<file path="src/hw/fdc_port_pkg.sv">
`default_nettype none
// ---------------------------------------------------------------
// Shared constants and carriers for the floppy host port
// ---------------------------------------------------------------
package fdc_port_pkg;
   // APB register indices; byte address is four times the index
   localparam logic [7:0] IDX_FUNC_EN = 8'h00;     // function_enable_reg_one
   localparam logic [7:0] IDX_CHIP_CFG = 8'h21;    // chip_config_reg_one
   localparam logic [7:0] IDX_PORT_STATUS = 8'h30; // Read-only port status
   localparam int APB_AW = 12;                     // APB address width
   // Field positions
   localparam int FE_FDC_BIT = 3;                  // Function enable bit
   localparam int CFG_MODE_BIT = 2;                // Drive mode select bit
   localparam int DOR_DMA_BIT = 3;                 // DMA/IRQ gate bit
   // Reset values
   localparam logic [7:0] FUNC_EN_RST = 8'h00;
   localparam logic [7:0] CHIP_CFG_RST = 8'h00;
   localparam logic [7:0] DOR_RST = 8'h00;
   // Host register selects (low three address lines)
   localparam logic [2:0] SEL_STAT_A = 3'h0;       // Diagnostic status A
   localparam logic [2:0] SEL_STAT_B = 3'h1;       // Diagnostic status B
   localparam logic [2:0] SEL_DOR = 3'h2;          // digital_output_reg
   localparam logic [2:0] SEL_MAIN_STAT = 3'h4;    // Main status
   localparam logic [2:0] SEL_DATA = 3'h5;         // Command/data port
   // Commands and their parameter counts
   localparam logic [7:0] CMD_CONFIGURE = 8'h13;
   localparam logic [7:0] CMD_MODE = 8'h01;
   localparam logic [2:0] CONFIGURE_PARAMS = 3'h3;
   localparam logic [2:0] MODE_PARAMS = 3'h4;
   localparam logic [2:0] CONFIGURE_FIFO_IDX = 3'h1; // Param holding FIFO bit
   localparam logic [2:0] MODE_CTRL_IDX = 3'h0;      // Param holding mode bits
   localparam int CFG_FIFO_DIS_BIT = 5;            // 1 disables the FIFO
   localparam int MODE_FIFO_RD_BIT = 0;
   localparam int MODE_FIFO_WR_BIT = 1;
   localparam int MODE_BURST_DIS_BIT = 2;
   localparam int MODE_OPEN_DRAIN_BIT = 3;
   localparam int MODE_DENS_LSB = 4;
   // Density select programming
   localparam logic [1:0] DENS_AUTO = 2'h0;        // Follows data rate
   localparam logic [1:0] DENS_FORCE_HI = 2'h1;
   localparam logic [1:0] DENS_FORCE_LO = 2'h2;
   localparam logic [7:0] MAIN_STAT_READY = 8'h80; // Ready bit of main status
   localparam logic [7:0] MAIN_STAT_BUSY = 8'h10;  // Command in progress

   typedef struct packed {
      logic [6:0] addr_hi;                         // Upper address lines
      logic aen;
      logic rd_n;
      logic wr_n;
      logic [2:0] sel;                             // Register select
      logic [7:0] data;
      logic dack_n;
      logic tc;                                    // Raw terminal count pin
   } isa_in_s;

   typedef struct packed {
      logic [7:0] data;
      logic data_oe;
      logic irq;
      logic irq_oe;
      logic drq;
      logic drq_oe;
   } isa_out_s;

   typedef struct packed {
      logic fifo_en;
      logic fifo_rd_en;
      logic fifo_wr_en;
      logic burst_dis;
      logic open_drain;
      logic [1:0] dens_prog;
   } mode_s;
endpackage
`default_nettype wire

</file>
<file path="src/hw/fdc_strobe_edge.sv">
`timescale 1ns/100ps
`default_nettype none
// ---------------------------------------------------------------
// Falling edge detector for an active-low host strobe
// ---------------------------------------------------------------
module fdc_strobe_edge (
   input wire logic pclk,
   input wire logic presetn,
   input wire logic strobe_n,
   output logic fell
);
   logic strobe_n_r; // Last sampled level; idle is high

   // Idle high so reset release fakes an edge only if the strobe is already low
   always_ff @(posedge pclk or negedge presetn) begin
      if (!presetn) begin
         strobe_n_r <= 1'b1;
      end else begin
         strobe_n_r <= strobe_n;
      end
   end

   assign fell = strobe_n_r & ~strobe_n;
endmodule // fdc_strobe_edge
`default_nettype wire

</file>
<file path="src/hw/fdc_byte_reg.sv">
`timescale 1ns/100ps
`default_nettype none
// ---------------------------------------------------------------
// Write-enabled register with a reset value
// ---------------------------------------------------------------
module fdc_byte_reg #(
   parameter int W = 8,
   parameter logic [W-1:0] RESET_VAL = '0
) (
   input wire logic pclk,
   input wire logic presetn,
   input wire logic we,
   input wire logic [W-1:0] d,
   output logic [W-1:0] q
);
   // Holds until written
   always_ff @(posedge pclk or negedge presetn) begin
      if (!presetn) begin
         q <= RESET_VAL;
      end else if (we) begin
         q <= d;
      end
   end
endmodule // fdc_byte_reg
`default_nettype wire

</file>
<file path="src/hw/fdc_host_port.sv">
// Behaviour
// Controller active only when enable bit set
// FIFO disabled after power-on reset
// Disk outputs push-pull after reset
// Setup command switches data path to FIFO
// Mode command: FIFO enables, burst, drain, density
// Host decode, register select, IRQ and DMA
// Drive mode chosen by configuration bit
// High-polarity mode exposes legacy register set
// High-polarity: DMA bit gates IRQ, DRQ drivers
// High-polarity: TC, density active high
// Low-polarity: DMA bit ignored, always driven
// Low-polarity: TC, density active low
// Mode bit mapping is a parameter
//
// The placing of the registers and the APB register port were decided locally.
`timescale 1ns/100ps
`default_nettype none
module fdc_host_port #(
   parameter logic [6:0] HOST_BASE = 7'h7e,  // Upper address match
   parameter logic HIGH_MODE_VAL = 1'b0      // Config bit value for high mode
) (
   input wire logic pclk,
   input wire logic presetn,
   input wire logic psel,
   input wire logic penable,
   input wire logic pwrite,
   input wire logic [fdc_port_pkg::APB_AW-1:0] paddr,
   input wire logic [31:0] pwdata,
   output logic [31:0] prdata,
   output logic pready,
   output logic pslverr,
   input wire fdc_port_pkg::isa_in_s isa_in,
   output fdc_port_pkg::isa_out_s isa_out,
   input wire logic core_irq_req,
   input wire logic core_drq_req,
   input wire logic rate_high,
   output logic tc_event,
   output logic density_select_out,
   output logic drive_open_drain,
   output logic fifo_rd_active,
   output logic fifo_wr_active,
   output logic burst_disable,
   output logic legacy_regs
);
   // ---------------------------------------------------------------
   // APB decode
   // ---------------------------------------------------------------
   localparam logic [fdc_port_pkg::APB_AW-1:0] ADDR_FUNC_EN =
      {2'b00, fdc_port_pkg::IDX_FUNC_EN, 2'b00};
   localparam logic [fdc_port_pkg::APB_AW-1:0] ADDR_CHIP_CFG =
      {2'b00, fdc_port_pkg::IDX_CHIP_CFG, 2'b00};
   localparam logic [fdc_port_pkg::APB_AW-1:0] ADDR_STATUS =
      {2'b00, fdc_port_pkg::IDX_PORT_STATUS, 2'b00};

   logic [7:0] func_en_q;       // function_enable_reg_one
   logic [7:0] chip_cfg_q;      // chip_config_reg_one
   logic [7:0] dor_q;           // digital_output_reg
   fdc_port_pkg::mode_s mode_r; // Command-programmed path settings
   fdc_port_pkg::isa_out_s isa_out_r;
   logic [31:0] prdata_r;
   logic pready_r;
   logic pslverr_r;
   // Function enable gates host decode, the IRQ/DRQ drivers and TC; declared early for the status word
   wire fdc_en = func_en_q[fdc_port_pkg::FE_FDC_BIT];

   // Access phase answered one cycle after it opens
   wire apb_acc = psel & penable & ~pready_r;
   wire hit_fe = paddr == ADDR_FUNC_EN;
   wire hit_cfg = paddr == ADDR_CHIP_CFG;
   wire hit_st = paddr == ADDR_STATUS;
   wire apb_miss = ~(hit_fe | hit_cfg | hit_st);
   // Writes land on the answering edge only
   wire apb_wdone = psel & penable & pready_r & pwrite;
   wire fe_we = apb_wdone & hit_fe;
   wire cfg_we = apb_wdone & hit_cfg;

   // Status word shows the live state of the port
   wire [31:0] status_word = {24'h000000, 1'b0, legacy_regs,
                              mode_r.fifo_en, mode_r.open_drain,
                              dor_q[fdc_port_pkg::DOR_DMA_BIT],
                              isa_out_r.irq, isa_out_r.drq, fdc_en};

   // Read mux; unmapped reads give zero with an error
   wire [31:0] apb_rmux = hit_fe ? {24'h000000, func_en_q} :
                          hit_cfg ? {24'h000000, chip_cfg_q} :
                          hit_st ? status_word : 32'h00000000;

   fdc_byte_reg #(.W(8), .RESET_VAL(fdc_port_pkg::FUNC_EN_RST)) u_fe (
      .pclk(pclk),
      .presetn(presetn),
      .we(fe_we),
      .d(pwdata[7:0]),
      .q(func_en_q)
   );

   fdc_byte_reg #(.W(8), .RESET_VAL(fdc_port_pkg::CHIP_CFG_RST)) u_cfg (
      .pclk(pclk),
      .presetn(presetn),
      .we(cfg_we),
      .d(pwdata[7:0]),
      .q(chip_cfg_q)
   );

   // APB answer registers
   always_ff @(posedge pclk or negedge presetn) begin
      if (!presetn) begin
         pready_r <= 1'b0;
         prdata_r <= 32'h00000000;
         pslverr_r <= 1'b0;
      end else begin
         pready_r <= apb_acc;
         prdata_r <= (apb_acc & ~pwrite) ? apb_rmux : 32'h00000000;
         pslverr_r <= apb_acc & apb_miss;
      end
   end

   // ---------------------------------------------------------------
   // Mode and enable
   // ---------------------------------------------------------------
   wire high_mode = chip_cfg_q[fdc_port_pkg::CFG_MODE_BIT] == HIGH_MODE_VAL;

   // ---------------------------------------------------------------
   // Host bus decode
   // ---------------------------------------------------------------
   // Chip select from upper lines and AEN, only while enabled
   wire host_cs = fdc_en & ~isa_in.aen & (isa_in.addr_hi == HOST_BASE);
   logic wr_fell;
   logic rd_fell;

   fdc_strobe_edge u_wr_edge (
      .pclk(pclk),
      .presetn(presetn),
      .strobe_n(isa_in.wr_n),
      .fell(wr_fell)
   );

   fdc_strobe_edge u_rd_edge (
      .pclk(pclk),
      .presetn(presetn),
      .strobe_n(isa_in.rd_n),
      .fell(rd_fell)
   );

   wire host_wr = host_cs & wr_fell;
   wire dor_we = host_wr & (isa_in.sel == fdc_port_pkg::SEL_DOR);
   wire data_wr = host_wr & (isa_in.sel == fdc_port_pkg::SEL_DATA);
   wire host_rd = host_cs & ~isa_in.rd_n;

   fdc_byte_reg #(.W(8), .RESET_VAL(fdc_port_pkg::DOR_RST)) u_dor (
      .pclk(pclk),
      .presetn(presetn),
      .we(dor_we),
      .d(isa_in.data),
      .q(dor_q)
   );

   // ---------------------------------------------------------------
   // Command capture
   // ---------------------------------------------------------------
   typedef enum logic {CMD_IDLE, CMD_PARAM} cmd_state_e;
   cmd_state_e cmd_st_r, cmd_st_nxt;
   logic [7:0] opcode_r;        // Command awaiting parameters
   logic [2:0] param_idx_r;     // Next parameter number
   logic [2:0] param_cnt_r;     // Parameters the command takes
   logic [7:0] opcode_nxt;
   logic [2:0] param_idx_nxt;
   logic [2:0] param_cnt_nxt;

   wire is_cfg_cmd = isa_in.data == fdc_port_pkg::CMD_CONFIGURE;
   wire is_mode_cmd = isa_in.data == fdc_port_pkg::CMD_MODE;
   wire in_param = cmd_st_r == CMD_PARAM;
   wire cfg_param_wr = data_wr & in_param & (opcode_r == fdc_port_pkg::CMD_CONFIGURE) &
                       (param_idx_r == fdc_port_pkg::CONFIGURE_FIFO_IDX);
   wire mode_param_wr = data_wr & in_param & (opcode_r == fdc_port_pkg::CMD_MODE) &
                        (param_idx_r == fdc_port_pkg::MODE_CTRL_IDX);

   // Unknown opcodes are dropped; this block only follows the setup and mode commands
   always_comb begin
      cmd_st_nxt = cmd_st_r;
      opcode_nxt = opcode_r;
      param_idx_nxt = param_idx_r;
      param_cnt_nxt = param_cnt_r;
      case (cmd_st_r)
         CMD_IDLE: begin
            if (data_wr & (is_cfg_cmd | is_mode_cmd)) begin
               cmd_st_nxt = CMD_PARAM;
               opcode_nxt = isa_in.data;
               param_idx_nxt = 3'h0;
               param_cnt_nxt = is_cfg_cmd ? fdc_port_pkg::CONFIGURE_PARAMS :
                                            fdc_port_pkg::MODE_PARAMS;
            end
         end
         CMD_PARAM: begin
            if (data_wr) begin
               param_idx_nxt = param_idx_r + 3'h1;
               if (param_idx_r + 3'h1 == param_cnt_r) begin
                  cmd_st_nxt = CMD_IDLE;
               end
            end
         end
         default: begin
            cmd_st_nxt = CMD_IDLE;
         end
      endcase
   end

   // Sequencer state
   always_ff @(posedge pclk or negedge presetn) begin
      if (!presetn) begin
         cmd_st_r <= CMD_IDLE;
         opcode_r <= 8'h00;
         param_idx_r <= 3'h0;
         param_cnt_r <= 3'h0;
      end else begin
         cmd_st_r <= cmd_st_nxt;
         opcode_r <= opcode_nxt;
         param_idx_r <= param_idx_nxt;
         param_cnt_r <= param_cnt_nxt;
      end
   end

   // Path settings; FIFO off and push-pull until software asks
   always_ff @(posedge pclk or negedge presetn) begin
      if (!presetn) begin
         mode_r.fifo_en <= 1'b0;
         mode_r.fifo_rd_en <= 1'b1;
         mode_r.fifo_wr_en <= 1'b1;
         mode_r.burst_dis <= 1'b0;
         mode_r.open_drain <= 1'b0;
         mode_r.dens_prog <= fdc_port_pkg::DENS_AUTO;
      end else begin
         if (cfg_param_wr) begin
            mode_r.fifo_en <= ~isa_in.data[fdc_port_pkg::CFG_FIFO_DIS_BIT];
         end
         if (mode_param_wr) begin
            mode_r.fifo_rd_en <= isa_in.data[fdc_port_pkg::MODE_FIFO_RD_BIT];
            mode_r.fifo_wr_en <= isa_in.data[fdc_port_pkg::MODE_FIFO_WR_BIT];
            mode_r.burst_dis <= isa_in.data[fdc_port_pkg::MODE_BURST_DIS_BIT];
            mode_r.open_drain <= isa_in.data[fdc_port_pkg::MODE_OPEN_DRAIN_BIT];
            mode_r.dens_prog <= isa_in.data[fdc_port_pkg::MODE_DENS_LSB +: 2];
         end
      end
   end

   // ---------------------------------------------------------------
   // Host read data and pin drivers
   // ---------------------------------------------------------------
   // Diagnostic registers exist only in the low-polarity set
   wire [7:0] stat_a = {isa_out_r.irq, 6'h00, isa_out_r.drq};
   wire [7:0] stat_b = {6'h00, mode_r.fifo_en, density_select_out};
   wire [7:0] main_stat = fdc_port_pkg::MAIN_STAT_READY |
                          (in_param ? fdc_port_pkg::MAIN_STAT_BUSY : 8'h00);
   wire [7:0] host_rmux =
      (isa_in.sel == fdc_port_pkg::SEL_STAT_A && !high_mode) ? stat_a :
      (isa_in.sel == fdc_port_pkg::SEL_STAT_B && !high_mode) ? stat_b :
      (isa_in.sel == fdc_port_pkg::SEL_DOR) ? dor_q :
      (isa_in.sel == fdc_port_pkg::SEL_MAIN_STAT) ? main_stat : 8'h00;

   // Gate: high mode obeys the DMA bit, low mode always drives
   wire req_drive = fdc_en & (~high_mode | dor_q[fdc_port_pkg::DOR_DMA_BIT]);
   // Terminal count counts only during an acknowledged DMA cycle
   wire tc_level = high_mode ? isa_in.tc : ~isa_in.tc;
   // Logical density: high means the high-rate setting
   wire dens_logic = (mode_r.dens_prog == fdc_port_pkg::DENS_FORCE_HI) ? 1'b1 :
                     (mode_r.dens_prog == fdc_port_pkg::DENS_FORCE_LO) ? 1'b0 :
                     rate_high;
   wire dens_pin = high_mode ? dens_logic : ~dens_logic;

   // Pin registers; every output leaves from a flop
   always_ff @(posedge pclk or negedge presetn) begin
      if (!presetn) begin
         isa_out_r <= '0;
         tc_event <= 1'b0;
         density_select_out <= 1'b0;
         drive_open_drain <= 1'b0;
         fifo_rd_active <= 1'b0;
         fifo_wr_active <= 1'b0;
         burst_disable <= 1'b0;
         legacy_regs <= 1'b0;
      end else begin
         isa_out_r.data <= host_rd ? host_rmux : 8'h00;
         isa_out_r.data_oe <= host_rd;
         isa_out_r.irq <= core_irq_req;
         isa_out_r.irq_oe <= req_drive;
         isa_out_r.drq <= core_drq_req;
         isa_out_r.drq_oe <= req_drive;
         tc_event <= fdc_en & ~isa_in.dack_n & tc_level;
         density_select_out <= dens_pin;
         drive_open_drain <= mode_r.open_drain;
         fifo_rd_active <= mode_r.fifo_en & mode_r.fifo_rd_en;
         fifo_wr_active <= mode_r.fifo_en & mode_r.fifo_wr_en;
         burst_disable <= mode_r.burst_dis;
         legacy_regs <= high_mode;
      end
   end

   assign isa_out = isa_out_r;
   assign prdata = prdata_r;
   assign pready = pready_r;
   assign pslverr = pslverr_r;
endmodule // fdc_host_port
`default_nettype wire

</file>
<file path="config.mk">
export PLATFORM = sky130hd
export DESIGN_NAME = fdc_host_port
export DESIGN_NICKNAME = d
export VERILOG_FILES = /design/src/hw/fdc_port_pkg.sv /design/src/hw/fdc_strobe_edge.sv /design/src/hw/fdc_byte_reg.sv /design/src/hw/fdc_host_port.sv
export SDC_FILE = /design/constraint.sdc
export NUM_CORES = 1
export LEC_CHECK = 0
export ABC_AREA = 0
export BUFFER_PORTS_ARGS = -buffer_cell sky130_fd_sc_hd__buf_2
export CORE_ASPECT_RATIO = 0.9
export CORE_MARGIN = 5
export CORE_UTILIZATION = 45
export DETAILED_ROUTE_END_ITERATION = 12
export PLACE_DENSITY = 0.79
export SKIP_LAST_GASP = 1
export SYNTH_ARGS = -nofsm -noshare
export SYNTH_HDL_FRONTEND = slang
export SYNTH_SLANG_ARGS = --single-unit
</file>
<file path="constraint.sdc">
create_clock -name pclk -period 3.6 [get_ports pclk]
set_clock_uncertainty 0.2 [all_clocks]
set_input_delay 0.18 -clock pclk [delete_from_list [all_inputs] [get_ports pclk]]
set_output_delay 0.18 -clock pclk [all_outputs]
set_load 0.02 [all_outputs]
</file>
==> metrics.txt <==
status=finished clean; 1st-iter DRT viols=92; Setup crit end kind=flip-flop; Skew-Pair Late Insertion Delay=0.34 ns; fin. max-slew vios=0; Max Cap Violations=0; worst reg2reg path depth=4; total negative slack=0 ns; Leakage Power=0.00223 uW; critical path launch point=isa_in[13]; GR Util All Layers=16.6%; count of input and output buffers=80; first-pass GRT wire length=12100 um; commonest cells after routing, fill and taps aside=80 x buf_2, 72 x dfrtp_1, 33 x mux2_1; area of the die=9450 um2; Synth cell types=52; worst setup path end=opcode_r[4]$_DFFE_PN0P_; maximum clock insertion buffer count=2; Primary FF master, synth=dfrtp_1; CTS Buf Count=9; HPWL after detailed placement=5600 um; grt ovf=0; PD cells=371 nW/um2; drt via density=4.92; HP Start=rate_high; type of the worst setup path=input pin to flip-flop; vias in the first global route=2424; flop2flop setup slack=1.32 ns; fillcell total=640; Area Growth Syn to Fin=24.8%; ys async rst share=100%; most common cell after layout, fill and taps aside=buf_2; TritonCTS clock tree=done; min cycle time layout=2.35 ns; fraction of layout instances using a drive strength above 1=28.8%; Pwr Total=1580 uW; RR Startpoint=u_wr_edge.strobe_n_r$_DFF_PN1_; Resize count post-CTS=0; clk root buf=clkbuf_8; Die W=102 um; Yosys reg bits=75; type of the worst min-delay path=input pin to flip-flop; GPL Wtd Cong=0.817; Final period util=65.2%; Crit path arrival time=2.37 ns; Residual DRC=0; RR Endpoint=opcode_r[4]$_DFFE_PN0P_; Max-slew headroom=45.5%; final hold vios=0; Max IR drop VDD=252 uV; Worst setup SP type=input pin; H-Tree Depth=3; initial antenna violation count=0; RSZ-0062 raised after global routing=false; synthesized area per cell=12.4 um2; EDFF count, synth=0; Final Instance Area=4270 um2; WL/cell=15.4 um; pin count of the biggest net entering global routing=37; Ys Warns=0; Max Clk Rate=0.426 GHz; height of the chip=92.7 um; worst path required time=3.62 ns; mapped cell area=3420 um2; DRT antenna net count=0; clk sinks=75; via count=2403; nets@finish=465; DRT Wirelength=7530 um; row count=30; core area=7470 um2; Placed Area=3820 um2; Initial Utilization=45.8%; # setup viols final=0; share of the yosys chip area belonging to registers=55.0%; Worst-Margin Slew=0.816 ns; I/O Pins=129; drt pass-1 iters=4; Worst-path clk slew=0.08 ns; Synth Instances=276; # diodes=0; Crit Path Max Fanout=11
cell families after synthesis:
kind of cell	Yosys count	share of synthesized area (%)
adders and majority gates	4	1.39
muxes	42	13.7
AOI/OAI and AO/OA	23	4.79
DFF	75	55.0
xor gates and xnor gates	7	1.79
other	1	0.110
and+or+nand+nor	83	15.7
buffers and inverters	41	7.57
power by group:
| part | switching (uW) | internal (uW) |
|---|---|---|
| clock network | 280 | 320 |
| registers | 2.53 | 846 |
| logic | 81.5 | 53.8 |
layout make-up:
type                       count  area (um2)  share of cell area (%)
timing repair buffer         109         686                    16.1
inverter                       9        33.8                   0.791
sequential                    75        1880                    44.0
clock inverter                 3        42.5                   0.996
clock buffer                  13         139                    3.25
multi-input combinational    183        1370                    32.1
tap                           96         120                    2.81
registers in the layout, indices dropped and copies added, names as in the netlist:
signal	cells
isa_out	12
opcode_r	8
prdata	8
u_cfg.q	8
u_dor.q	8
u_fe.q	8
mode_r	7
param_idx_r	3
param_cnt_r	2
burst_disable	1
cmd_st_r	1
density_select_out	1
drive_open_drain	1
fifo_rd_active	1
fifo_wr_active	1
legacy_regs	1
pready	1
pslverr	1
tc_event	1
u_wr_edge.strobe_n_r	1
worst min path at each step:
stage                                   end  cells past startpoint  slack (ns)
3_3_place_gp           isa_out[3]$_DFF_PN0_                      1        0.09
6_report       density_select_out$_DFF_PN0_                      3        0.02
5_1_grt        density_select_out$_DFF_PN0_                      3       0.005
2_1_floorplan       burst_disable$_DFF_PN0_                      0       -0.32
4_1_cts        density_select_out$_DFF_PN0_                      3       0.007
3_5_place_dp           isa_out[1]$_DFF_PN0_                      1        0.09
routing by layer:
layer  up-vias  track usage (%)  share of wire, %
met2        90             26.4                47
li1       1147                -                 -
met3         5             4.89               8.1
met4         0             4.92              0.82
met5         -                0                 0
met1      1161             22.1                44
Yosys cell counts (5+ instances only):
cell type	n	share of area [%]
nor2_1	13	1.4
mux2_1	33	11
nor3b_1	6	1.3
nor2b_1	5	0.91
nor3_1	5	0.73
dfrtp_1	72	53
a32oi_1	6	1.5
and2_1	8	1.5
inv_1	8	0.88
and3_1	8	1.5
buf_4	27	5.9
nand2_1	5	0.55
mux2_2	6	2.0
worst max-delay path, cell delays in order:
cell	delay, ns
dlygate4sd3_1	0.53
buf_2	0.14
nand4bb_1	0.20
nor4_2	0.50
nand2_1	0.40
mux2_1	0.41
stage by stage:
| step | hold WS [ns] | utilization (%) | setup WS [ns] | cells |
|---|---|---|---|---|
| after floorplan | -0.316 | - | 1.64 | 299 |
| after global placement | 0.0901 | 51.1 | 1.03 | 445 |
| after detailed placement | 0.0939 | 51.1 | 1.04 | 445 |
| after CTS | 0.00653 | 57.2 | 1.27 | 488 |
| after global routing | 0.00522 | 57.2 | 1.15 | 488 |
| final | 0.0181 | 57.2 | 1.25 | 488 |
timing repair:
item                                   in CTS  in global routing
endpoints found under the hold margin      76                  0
hold buffers                               27                  0
setup buffers                               0                  0
No activity file was read; power rests on OpenSTA's default activity.
